--- config.mk ---
export PLATFORM = sky130hd
export DESIGN_NAME = bms_boot_mode_selector
export DESIGN_NICKNAME = d
export VERILOG_FILES = /design/src/hdl/bms_pkg.sv /design/src/hdl/bms_boot_mode_selector.sv
export SDC_FILE = /design/constraint.sdc
export NUM_CORES = 1
export LEC_CHECK = 0
export ABC_CLOCK_PERIOD_IN_PS = 2200
export BUFFER_PORTS_ARGS = -buffer_cell sky130_fd_sc_hd__buf_4
export CORE_ASPECT_RATIO = 0.7
export CORE_UTILIZATION = 47
export CTS_CLUSTER_DIAMETER = 60
export DETAILED_ROUTE_END_ITERATION = 12
export GPL_ROUTABILITY_DRIVEN = 0
export MAX_ROUTING_LAYER = met4
export PLACE_DENSITY = 0.85
export SLEW_MARGIN = 10
export SYNTH_ARGS = -nofsm -noshare
export SYNTH_HDL_FRONTEND = slang
export SYNTH_SLANG_ARGS = --single-unit
--- constraint.sdc ---
create_clock -name mclk -period 2.2 [get_ports mclk]
set_input_delay 0.11 -clock mclk [delete_from_list [all_inputs] [get_ports mclk]]
set_output_delay 0.11 -clock mclk [all_outputs]
set_load 0.1 [all_outputs]
--- src/hdl/bms_pkg.sv ---
package bms_pkg;

   // ---------------------------------------------------------------
   // variants and codes
   // ---------------------------------------------------------------
   localparam logic [1:0] BMS_VAR_A = 2'h0;   // first 3-bit family
   localparam logic [1:0] BMS_VAR_B = 2'h1;   // second 3-bit family
   localparam logic [1:0] BMS_VAR_C = 2'h2;   // 4-bit family
   localparam logic [1:0] BMS_VAR_D = 2'h3;   // third 3-bit family

   localparam logic [31:0] BMS_ROM_ENTRY   = 32'hef00_0000;
   localparam logic [31:0] BMS_ADDR_ZERO   = 32'h0000_0000;
   localparam logic [31:0] BMS_ADDR_FLASH  = 32'h2000_0000;
   localparam logic [31:0] BMS_ADDR_INTSPI = 32'h2030_0000;
   localparam logic [31:0] BMS_ADDR_SDRAM  = 32'h0000_0010;
   localparam logic [31:0] BMS_OTP_PAGE    = 32'h0000_0040;
   localparam logic [31:0] BMS_ADDR_NONE   = 32'h0000_0000;

   localparam int unsigned BMS_NAND_BLOCK_BYTES = 256;
   localparam int unsigned BMS_NAND_PAD_BYTES   = 256;
   localparam int unsigned BMS_OTP_WIDTH        = 32;
   localparam logic [7:0]  BMS_OTP_HEX_SCALE    = 8'h10;

   localparam logic [3:0] BMS_MODE_RESET = 4'h0;
   localparam logic [4:0] BMS_SRC_RESET  = 5'h00;

   // ---------------------------------------------------------------
   // boot sources
   // ---------------------------------------------------------------
   typedef enum logic [4:0] {
      BMS_SRC_IDLE       = 5'h00,
      BMS_SRC_FLASH_ASYN = 5'h01,
      BMS_SRC_FLASH_SYNC = 5'h02,
      BMS_SRC_SPI_MEM    = 5'h03,
      BMS_SRC_SPI_HOST   = 5'h04,
      BMS_SRC_PAR_HOST   = 5'h05,
      BMS_SRC_UART_HOST  = 5'h06,
      BMS_SRC_EXT_FLASH  = 5'h07,
      BMS_SRC_INT_SPI    = 5'h08,
      BMS_SRC_OTP        = 5'h09,
      BMS_SRC_SDRAM      = 5'h0a,
      BMS_SRC_FIFO       = 5'h0b,
      BMS_SRC_TWI_MEM    = 5'h0c,
      BMS_SRC_TWI_HOST   = 5'h0d,
      BMS_SRC_UART2_HOST = 5'h0e,
      BMS_SRC_NAND       = 5'h0f,
      BMS_SRC_HDMA16     = 5'h10,
      BMS_SRC_HDMA8      = 5'h11,
      BMS_SRC_SPI2_MEM   = 5'h12,
      BMS_SRC_SPI2_HOST  = 5'h13,
      BMS_SRC_INT_ROM    = 5'h14,
      BMS_SRC_RESERVED   = 5'h1f
   } bms_src_t;

   typedef enum logic [1:0] {
      BMS_ST_RESET = 2'b00,
      BMS_ST_CATCH = 2'b01,
      BMS_ST_HOLD  = 2'b11
   } bms_state_t;

   typedef struct packed {
      bms_src_t    src;
      logic [31:0] start_addr;
      logic        addr_valid;
      logic        master;
      logic        idle;
      logic        reserved;
      logic        nand_prefetch;
      logic        otp_word32;
   } bms_decode_t;

endpackage : bms_pkg

--- src/hdl/bms_boot_mode_selector.sv ---
`timescale 1ns/1ps
`default_nettype none
// Notes on behaviour
// - after reset fetch from boot rom entry
// - mode pins only select boot mode
// - pin state readable in system config register
// - first family: idle, spi, hosts, reserved, uart
// - first family flash codes start at flash
// - no internal flash drops codes 001, 010
// - second family flash, internal and external spi
// - second family hosts, otp, sdram, no address
// - 4-bit: idle, flash default, fifo
// - 4-bit 0011 spi memory at zero
// - 4-bit spi host, two-wire memory and host
// - 4-bit uart hosts and reserved codes
// - 4-bit sdram, otp page, nand codes
// - third family idle, reserved, second spi port
// - third family first spi, hosts, internal rom
// - master fetches, slave receives pushed data
// - nand fetches 256-byte blocks with prefetch
// - otp transfers always 32-bit words
module bms_boot_mode_selector
   import bms_pkg::*;
#(
   parameter logic [1:0] VARIANT       = BMS_VAR_C,
   parameter logic       HAS_INT_FLASH = 1'b1,
   parameter logic       HAS_UART2     = 1'b1
) (
   // clock and reset
   input  wire logic        mclk,
   input  wire logic        rstn,
   // mode pins
   input  wire logic [3:0]  boot_mode_pins,
   // decoded boot selection
   output bms_decode_t      boot_sel,
   output logic [31:0]      boot_fetch_addr,
   output logic             boot_sel_valid,
   // system config register view of the pins
   output logic [3:0]       system_config_register
);

   // ---------------------------------------------------------------
   // decode
   // ---------------------------------------------------------------
   function automatic bms_decode_t bms_entry(input bms_src_t s, input logic [31:0] a,
                                             input logic av, input logic m);
      bms_decode_t r;
      r.src           = s;
      r.start_addr    = a;
      r.addr_valid    = av;
      r.master        = m;
      r.idle          = (s == BMS_SRC_IDLE);
      r.reserved      = (s == BMS_SRC_RESERVED);
      r.nand_prefetch = (s == BMS_SRC_NAND);
      r.otp_word32    = (s == BMS_SRC_OTP);
      return r;
   endfunction

   function automatic bms_decode_t bms_decode(input logic [1:0] v, input logic [3:0] p);
      bms_decode_t r;
      r = bms_entry(BMS_SRC_RESERVED, BMS_ADDR_NONE, 1'b0, 1'b0);
      unique case (v)
         BMS_VAR_A: begin
            unique case (p[2:0])
               3'h0: r = bms_entry(BMS_SRC_IDLE, BMS_ADDR_NONE, 1'b0, 1'b0);
               3'h1: r = HAS_INT_FLASH ?
                         bms_entry(BMS_SRC_FLASH_ASYN, BMS_ADDR_FLASH, 1'b1, 1'b1) :
                         bms_entry(BMS_SRC_RESERVED, BMS_ADDR_NONE, 1'b0, 1'b0);
               3'h2: r = HAS_INT_FLASH ?
                         bms_entry(BMS_SRC_FLASH_SYNC, BMS_ADDR_FLASH, 1'b1, 1'b1) :
                         bms_entry(BMS_SRC_RESERVED, BMS_ADDR_NONE, 1'b0, 1'b0);
               3'h3: r = bms_entry(BMS_SRC_SPI_MEM, BMS_ADDR_ZERO, 1'b1, 1'b1);
               3'h4: r = bms_entry(BMS_SRC_SPI_HOST, BMS_ADDR_NONE, 1'b0, 1'b0);
               3'h5: r = bms_entry(BMS_SRC_PAR_HOST, BMS_ADDR_NONE, 1'b0, 1'b0);
               3'h6: r = bms_entry(BMS_SRC_RESERVED, BMS_ADDR_NONE, 1'b0, 1'b0);
               3'h7: r = bms_entry(BMS_SRC_UART_HOST, BMS_ADDR_NONE, 1'b0, 1'b0);
            endcase
         end
         BMS_VAR_B: begin
            unique case (p[2:0])
               3'h0: r = bms_entry(BMS_SRC_IDLE, BMS_ADDR_NONE, 1'b0, 1'b0);
               3'h1: r = bms_entry(BMS_SRC_EXT_FLASH, BMS_ADDR_FLASH, 1'b1, 1'b1);
               3'h2: r = bms_entry(BMS_SRC_INT_SPI, BMS_ADDR_INTSPI, 1'b1, 1'b1);
               3'h3: r = bms_entry(BMS_SRC_SPI_MEM, BMS_ADDR_ZERO, 1'b1, 1'b1);
               3'h4: r = bms_entry(BMS_SRC_SPI_HOST, BMS_ADDR_NONE, 1'b0, 1'b0);
               3'h5: r = bms_entry(BMS_SRC_OTP, BMS_ADDR_NONE, 1'b0, 1'b1);
               3'h6: r = bms_entry(BMS_SRC_SDRAM, BMS_ADDR_NONE, 1'b0, 1'b1);
               3'h7: r = bms_entry(BMS_SRC_UART_HOST, BMS_ADDR_NONE, 1'b0, 1'b0);
            endcase
         end
         BMS_VAR_C: begin
            unique case (p)
               4'h0: r = bms_entry(BMS_SRC_IDLE, BMS_ADDR_NONE, 1'b0, 1'b0);
               4'h1: r = bms_entry(BMS_SRC_EXT_FLASH, BMS_ADDR_FLASH, 1'b1, 1'b1);
               4'h2: r = bms_entry(BMS_SRC_FIFO, BMS_ADDR_INTSPI, 1'b1, 1'b0);
               4'h3: r = bms_entry(BMS_SRC_SPI_MEM, BMS_ADDR_ZERO, 1'b1, 1'b1);
               4'h4: r = bms_entry(BMS_SRC_SPI_HOST, BMS_ADDR_NONE, 1'b0, 1'b0);
               4'h5: r = bms_entry(BMS_SRC_TWI_MEM, BMS_ADDR_ZERO, 1'b1, 1'b1);
               4'h6: r = bms_entry(BMS_SRC_TWI_HOST, BMS_ADDR_NONE, 1'b0, 1'b0);
               4'h7: r = bms_entry(BMS_SRC_UART_HOST, BMS_ADDR_NONE, 1'b0, 1'b0);
               4'h8: r = HAS_UART2 ?
                         bms_entry(BMS_SRC_UART2_HOST, BMS_ADDR_NONE, 1'b0, 1'b0) :
                         bms_entry(BMS_SRC_RESERVED, BMS_ADDR_NONE, 1'b0, 1'b0);
               4'h9: r = bms_entry(BMS_SRC_RESERVED, BMS_ADDR_NONE, 1'b0, 1'b0);
               4'ha: r = bms_entry(BMS_SRC_SDRAM, BMS_ADDR_SDRAM, 1'b1, 1'b1);
               4'hb: r = bms_entry(BMS_SRC_OTP, BMS_OTP_PAGE, 1'b1, 1'b1);
               4'hc,
               4'hd: r = bms_entry(BMS_SRC_NAND, BMS_ADDR_ZERO, 1'b1, 1'b1);
               4'he: r = bms_entry(BMS_SRC_HDMA16, BMS_ADDR_NONE, 1'b0, 1'b0);
               4'hf: r = bms_entry(BMS_SRC_HDMA8, BMS_ADDR_NONE, 1'b0, 1'b0);
            endcase
         end
         BMS_VAR_D: begin
            unique case (p[2:0])
               3'h0: r = bms_entry(BMS_SRC_IDLE, BMS_ADDR_NONE, 1'b0, 1'b0);
               3'h1: r = bms_entry(BMS_SRC_RESERVED, BMS_ADDR_NONE, 1'b0, 1'b0);
               3'h2: r = bms_entry(BMS_SRC_SPI2_MEM, BMS_ADDR_NONE, 1'b0, 1'b1);
               3'h3: r = bms_entry(BMS_SRC_SPI2_HOST, BMS_ADDR_NONE, 1'b0, 1'b0);
               3'h4: r = bms_entry(BMS_SRC_SPI_MEM, BMS_ADDR_NONE, 1'b0, 1'b1);
               3'h5: r = bms_entry(BMS_SRC_PAR_HOST, BMS_ADDR_NONE, 1'b0, 1'b0);
               3'h6: r = bms_entry(BMS_SRC_UART_HOST, BMS_ADDR_NONE, 1'b0, 1'b0);
               3'h7: r = bms_entry(BMS_SRC_INT_ROM, BMS_ADDR_FLASH, 1'b1, 1'b1);
            endcase
         end
      endcase
      return r;
   endfunction

   // ---------------------------------------------------------------
   // capture sequence
   // ---------------------------------------------------------------
   // pins are caught on the first clock after release, never under the reset itself
   bms_state_t state_q;
   bms_state_t state_d;

   always_comb begin
      state_d = state_q;
      unique case (state_q)
         BMS_ST_RESET: state_d = BMS_ST_CATCH;
         BMS_ST_CATCH: state_d = BMS_ST_HOLD;
         BMS_ST_HOLD:  state_d = BMS_ST_HOLD;
         default:      state_d = BMS_ST_RESET;
      endcase
   end

   always_ff @(posedge mclk or negedge rstn) begin
      if (!rstn) begin
         state_q <= BMS_ST_RESET;
      end else begin
         state_q <= state_d;
      end
   end

   logic [3:0] pins_q;

   // pins are not looked at once held: they steer nothing else
   always_ff @(posedge mclk or negedge rstn) begin
      if (!rstn) begin
         pins_q <= BMS_MODE_RESET;
      end else if (state_q == BMS_ST_RESET) begin
         pins_q <= (VARIANT == BMS_VAR_C) ? boot_mode_pins : {1'b0, boot_mode_pins[2:0]};
      end
   end

   bms_decode_t sel_q;

   always_ff @(posedge mclk or negedge rstn) begin
      if (!rstn) begin
         sel_q <= bms_entry(BMS_SRC_IDLE, BMS_ADDR_NONE, 1'b0, 1'b0);
      end else if (state_q == BMS_ST_CATCH) begin
         sel_q <= bms_decode(VARIANT, pins_q);
      end
   end

   // ---------------------------------------------------------------
   // outputs
   // ---------------------------------------------------------------
   logic valid_q;

   always_ff @(posedge mclk or negedge rstn) begin
      if (!rstn) begin
         valid_q <= 1'b0;
      end else begin
         valid_q <= (state_q == BMS_ST_CATCH) | valid_q;
      end
   end

   assign boot_sel               = sel_q;
   assign boot_fetch_addr        = BMS_ROM_ENTRY;
   assign boot_sel_valid         = valid_q;
   assign system_config_register = pins_q;

   // one gate per family: codes are only judged once a selection is held
   logic on_var_a;
   logic on_var_b;
   logic on_var_c;
   logic on_var_d;

   assign on_var_a = valid_q && (VARIANT == BMS_VAR_A);
   assign on_var_b = valid_q && (VARIANT == BMS_VAR_B);
   assign on_var_c = valid_q && (VARIANT == BMS_VAR_C);
   assign on_var_d = valid_q && (VARIANT == BMS_VAR_D);
endmodule : bms_boot_mode_selector
`default_nettype wire

# --- Yosys cells after proc, flatten, opt, wreduce, memory -nomap -nowiden ---
# Memories as Yosys holds them, arrays and structs flattened. A register that Yosys moved wholly into a read port is not among the register bits.
# Cells that the tools add are included.
# Widths: inputs -> output; s select.
totals:
  regBits: 39
  mem_bits_ro: 256
  input_bits: 6
  out_inout_bits: 80
  wordCells: 12
  mem_count: 1
op_classes:
  n_eq_ne: 2
  mux: 1
  n_bitwise: 1
  reduce_logical: 3
mem_list:
  columns: ["memory", "depth", "word_bits", "read_ports", "rd_clocked_by_memory_dff", "wr", "line_no", "text"]
  rows:
  - ["(no name shown)", 16, 16, 1, 1, 0, "bms_boot_mode_selector.sv:92", "unique case (p)"]
ops:
  columns: ["op", "n"]
  rows:
  - ["$pmux 2 s2", 1]
  - ["$eq 2x1->1 const B", 1]
  - ["$eq 2x2->1 const B", 1]
  - ["$logic_not 2->1", 1]
  - ["$reduce_or 2->1", 1]
  - ["$logic_not 1->1", 1]
  - ["$or 1x1->1", 1]

# --- Longest topological paths before layout ---
logic_depth:
  word_depth: 3
  depth_mapped: 5
  ltp_nobuf: 5

# --- Worst setup path before layout ---
# No wires, ideal clock.
synth_path:
  path_kind: "register to register"
  start: "register pins_q[1] (netlist: system_config_register[1])"
  end: "register boot_sel[41] (netlist name)"
  setup_time_ps: 122
  t_arrival_ps: 2138
  required_time_ps: 2078
  slack_ps: -60
  path_stages_with_launch: 5
  path_buffers: 0
  synth_period_minus_slack_ps: 2260
  cell_sequence: "dfrtp_1 inv_1 ha_1 a211o_1 a22o_1"
synth_rtl:
  columns: ["item", "line_no", "text"]
  rows:
  - ["start, declared", "bms_boot_mode_selector.sv:154", "logic [3:0] pins_q;"]
  - ["start signal, assigned", "bms_boot_mode_selector.sv:161", "pins_q <= (VARIANT == BMS_VAR_C) ? boot_mode_pins : {1'b0, boot_mode_pins[2:0]};"]

==> flow_metrics.py <==
metrics = {
    "detailed_routing": {
        "wirelength_um": 2438,
        "wire_per_inst_um": 11.24,
        "drc_errors": 0,
        "drt-pass1-iter-count": 4,
        "drt-vias-per-instance": 4.184,
        "vias": 908,
        "drt_iter0_drc": 30,
        "ant_nets": 0,
    },
    "critical_path": {
        "crit_chain": "inv_1 -> ha_1 -> a211o_1 -> a22o_1",
        "crit_type": "register to register",
        "cpPeakStageDelay_ns": 0.48,
        "worstPathRequired_ns": 2.35,
        "reg2reg_depth": 4,
        "startpoint_type": "register",
        "cp_num_buf_inv": 1,
        "critPathCaptureType": "register",
        "cp_slowest_cell": "dfrtp_2",
        "path_max_fanout": 11,
        "cp_num_cells": 4,
        "worstPathArrival_ns": 1.75,
        "path_delay_family": "flip-flops",
    },
    "yosys": {
        "synthMuxAreaShare_pct": 2.176,
        "synthSimpleGateAreaFrac_pct": 8.536,
        "ys_types": 28,
        "yosysTopAreaCell": "dfrtp_1",
        "syn_avg_cell_area_um2": 9.463,
        "synth_top_family_by_area": "buffers and inverters",
        "synth_compound_area_share_pct": 11.55,
        "synthAdderAreaFrac_pct": 8.368,
        "ys_warn_count": 0,
        "syn-cell-area_um2": 1495,
        "synthXorXnorAreaFrac_pct": 0,
        "syn_inst": 158,
        "synth_area_leaders": "dfrtp_1 (33%), buf_4 (31%), ha_1 (8.4%), nand2_1 (3.5%), a22o_1 (2.9%)",
        "ys_ff_latch": 21,
        "yosysSeqAreaShare_pct": 35.23,
        "synth_top_area_share_pct": 33.47,
    },
    "sta": {
        "post-route-min-period_ns": 1.603,
        "min_period_over_period_pct": 72.88,
        "setup_viol": 0,
        "tns_ns": 0,
        "drv_slew": 0,
        "finalClockSkew_ns": 0.002069,
        "hold_violations": 0,
        "rsz0062_at_grt": "no",
        "fmax_ghz": 0.6237,
        "whs_ns": 0.05527,
    },
    "global_route": {
        "grt-ovfl-total": 0,
        "grt_usage_pct": 14.19,
        "antenna_found_initial": 0,
        "grt_pass1_wl_um": 3650,
        "grt_pass1_vias": 753,
        "grt_max_degree": 22,
    },
    "power": {
        "cellPowerDensity_nw_per_um2": 894.3,
        "vdd_drop_max_uv": 383.6,
        "p_leak_nw": 0.8127,
        "p_total_mw": 1.367,
    },
    "layout": {
        "layout-drive-gt1-share_pct": 19.89,
        "syn_to_final_growth_pct": 2.260,
        "fin_nets": 198,
        "fin_area_um2": 1529,
        "num_antenna_cells": 0,
    },
    "clock_tree": {
        "cts.clk_slew.worst_paths_ns": 0.07,
        "cts_buffer_depth": 2,
        "post_cts_buffers": 0,
        "clkSinkCount": 21,
        "h-tree-depth": 1,
        "cts-root-buf": "clkbuf_8",
        "cts_made_buffers": 3,
        "worstSkewPairLatency_ns": 0.26,
        "cts_resized": 0,
        "cts_tree": "done",
        "hold_buffers": 1,
    },
    "floorplanning": {
        "die_y_um": 49.19,
        "die_x_um": 69.42,
        "start_util_pct": 51.51,
        "num_rows": 16,
        "num_io_pins": 86,
        "dieArea_um2": 3415,
        "core_area_um2": 2903,
    },
    "hold_path": {
        "whs_path_depth": 3,
        "hold_class": "input port to register",
    },
    "placed_design": {
        "numPortBuffers": 26,
        "placed_cell_area_um2": 1474,
        "dp_hpwl_um": 1878,
    },
    "run": {
        "maxCapViolCount": 0,
    },
    "run_status": {
        "status": "finished, final reports clean",
    },
}
cells in the mapped netlist, drive strengths merged:
cell type / instances
inv: 5
mux4: 1
buf: 65
o31ai: 1
nor3: 3
a211oi: 3
nand2: 14
dfrtp: 20
conb: 2
a21oi: 1
dfstp: 1
a21o: 1
nand2b: 3
a311oi: 1
clkbuf: 1
a22o: 5
a211o: 1
and3b: 1
mux2i: 1
ha: 10
nor2b: 4
nor2: 2
o21ai: 12
layout by cell type, fill, tap and decap left out, types with 2 or more instances in the layout:
| cell | netlist | routed |
|---|---|---|
| buf_4 | 62 | 27 |
| ha_1 | 10 | 10 |
| nor3_1 | 3 | 3 |
| a211oi_1 | 2 | 2 |
| nor2b_1 | 4 | 4 |
| a22o_1 | 5 | 5 |
| inv_1 | 4 | 4 |
| dfrtp_1 | 20 | 19 |
| clkbuf_8 | 0 | 3 |
| nand2_1 | 14 | 14 |
| o21ai_0 | 7 | 7 |
| conb_1 | 2 | 59 |
| nor2_1 | 2 | 2 |
| nand2b_1 | 3 | 3 |
| o21ai_1 | 4 | 4 |
state kept, by name, indices dropped and copies added, names as in the netlist:
register / cells
state_q: 2
system_config_register: 4
boot_sel_valid: 1
boot_sel: 14
worst min-delay path: stages:
cell and delay [ns]:
buf_4 0.07, nand2_1 0.03, o21ai_0 0.06
power breakdown:
part           leakage (nW)  switching [mW]  internal (mW)
Sequential            0.246          0.0210          0.406
Clock                0.0228           0.119          0.129
Combinational         0.544           0.635         0.0569
Total                 0.813           0.775          0.592
metal layers:
| metal | routed length (um) | vias up | track usage, % |
|---|---|---|---|
| met5 | 0 | - | - |
| met4 | 10 | 0 | 2.041 |
| met3 | 184 | 2 | 5.165 |
| met2 | 1170 | 41 | 20.71 |
| met1 | 1072 | 426 | 19.30 |
| li1 | - | 439 | - |
final timing paths:
kind / from / to / slack [ns]
worst max-delay path: system_config_register[1]$_DFFE_PN0N_ / boot_sel[41]$_DFFE_PN0P_ / 0.60
worst min-delay path: boot_mode_pins[3] / system_config_register[3]$_DFFE_PN0N_ / 0.06
worst max register to register: system_config_register[1]$_DFFE_PN0N_ / boot_sel[41]$_DFFE_PN0P_ / 0.60
worst min register to register: state_q[0]$_DFF_PN0_ / state_q[1]$_DFF_PN0_ / 0.44
max in group asynchronous: rstn / boot_sel[3]$_DFFE_PN1P_ / 1.66
min in group asynchronous: rstn / boot_sel[38]$_DFFE_PN0P_ / 0.27
through the flow:
stage	cells	util (%)	setup slack [ns]
2_1_floorplan	215	-	0.03913
3_3_place_gp	212	50.78	0.6618
3_5_place_dp	212	50.78	0.6281
4_1_cts	217	52.67	0.6010
5_1_grt	217	52.67	0.5327
6_report	217	52.67	0.5966
layout make-up:
type / count / area, um2
clock buffers: 4 / 45.04
fillers: 285 / 1374
inverters: 5 / 18.77
multi-input cells: 123 / 679.4
flip-flops and latches: 21 / 528.0
well taps: 36 / 45.04
repair buffers: 28 / 212.7
cells by family after synthesis:
kind of cell / count (synthesis)
other: 2
and+or+nand+nor: 27
buffers and inverters: 71
AOI/OAI and AO/OA: 25
adders and majority gates: 10
DFF: 21
muxes: 2
Note: power is estimated with default switching activity, not from simulation.
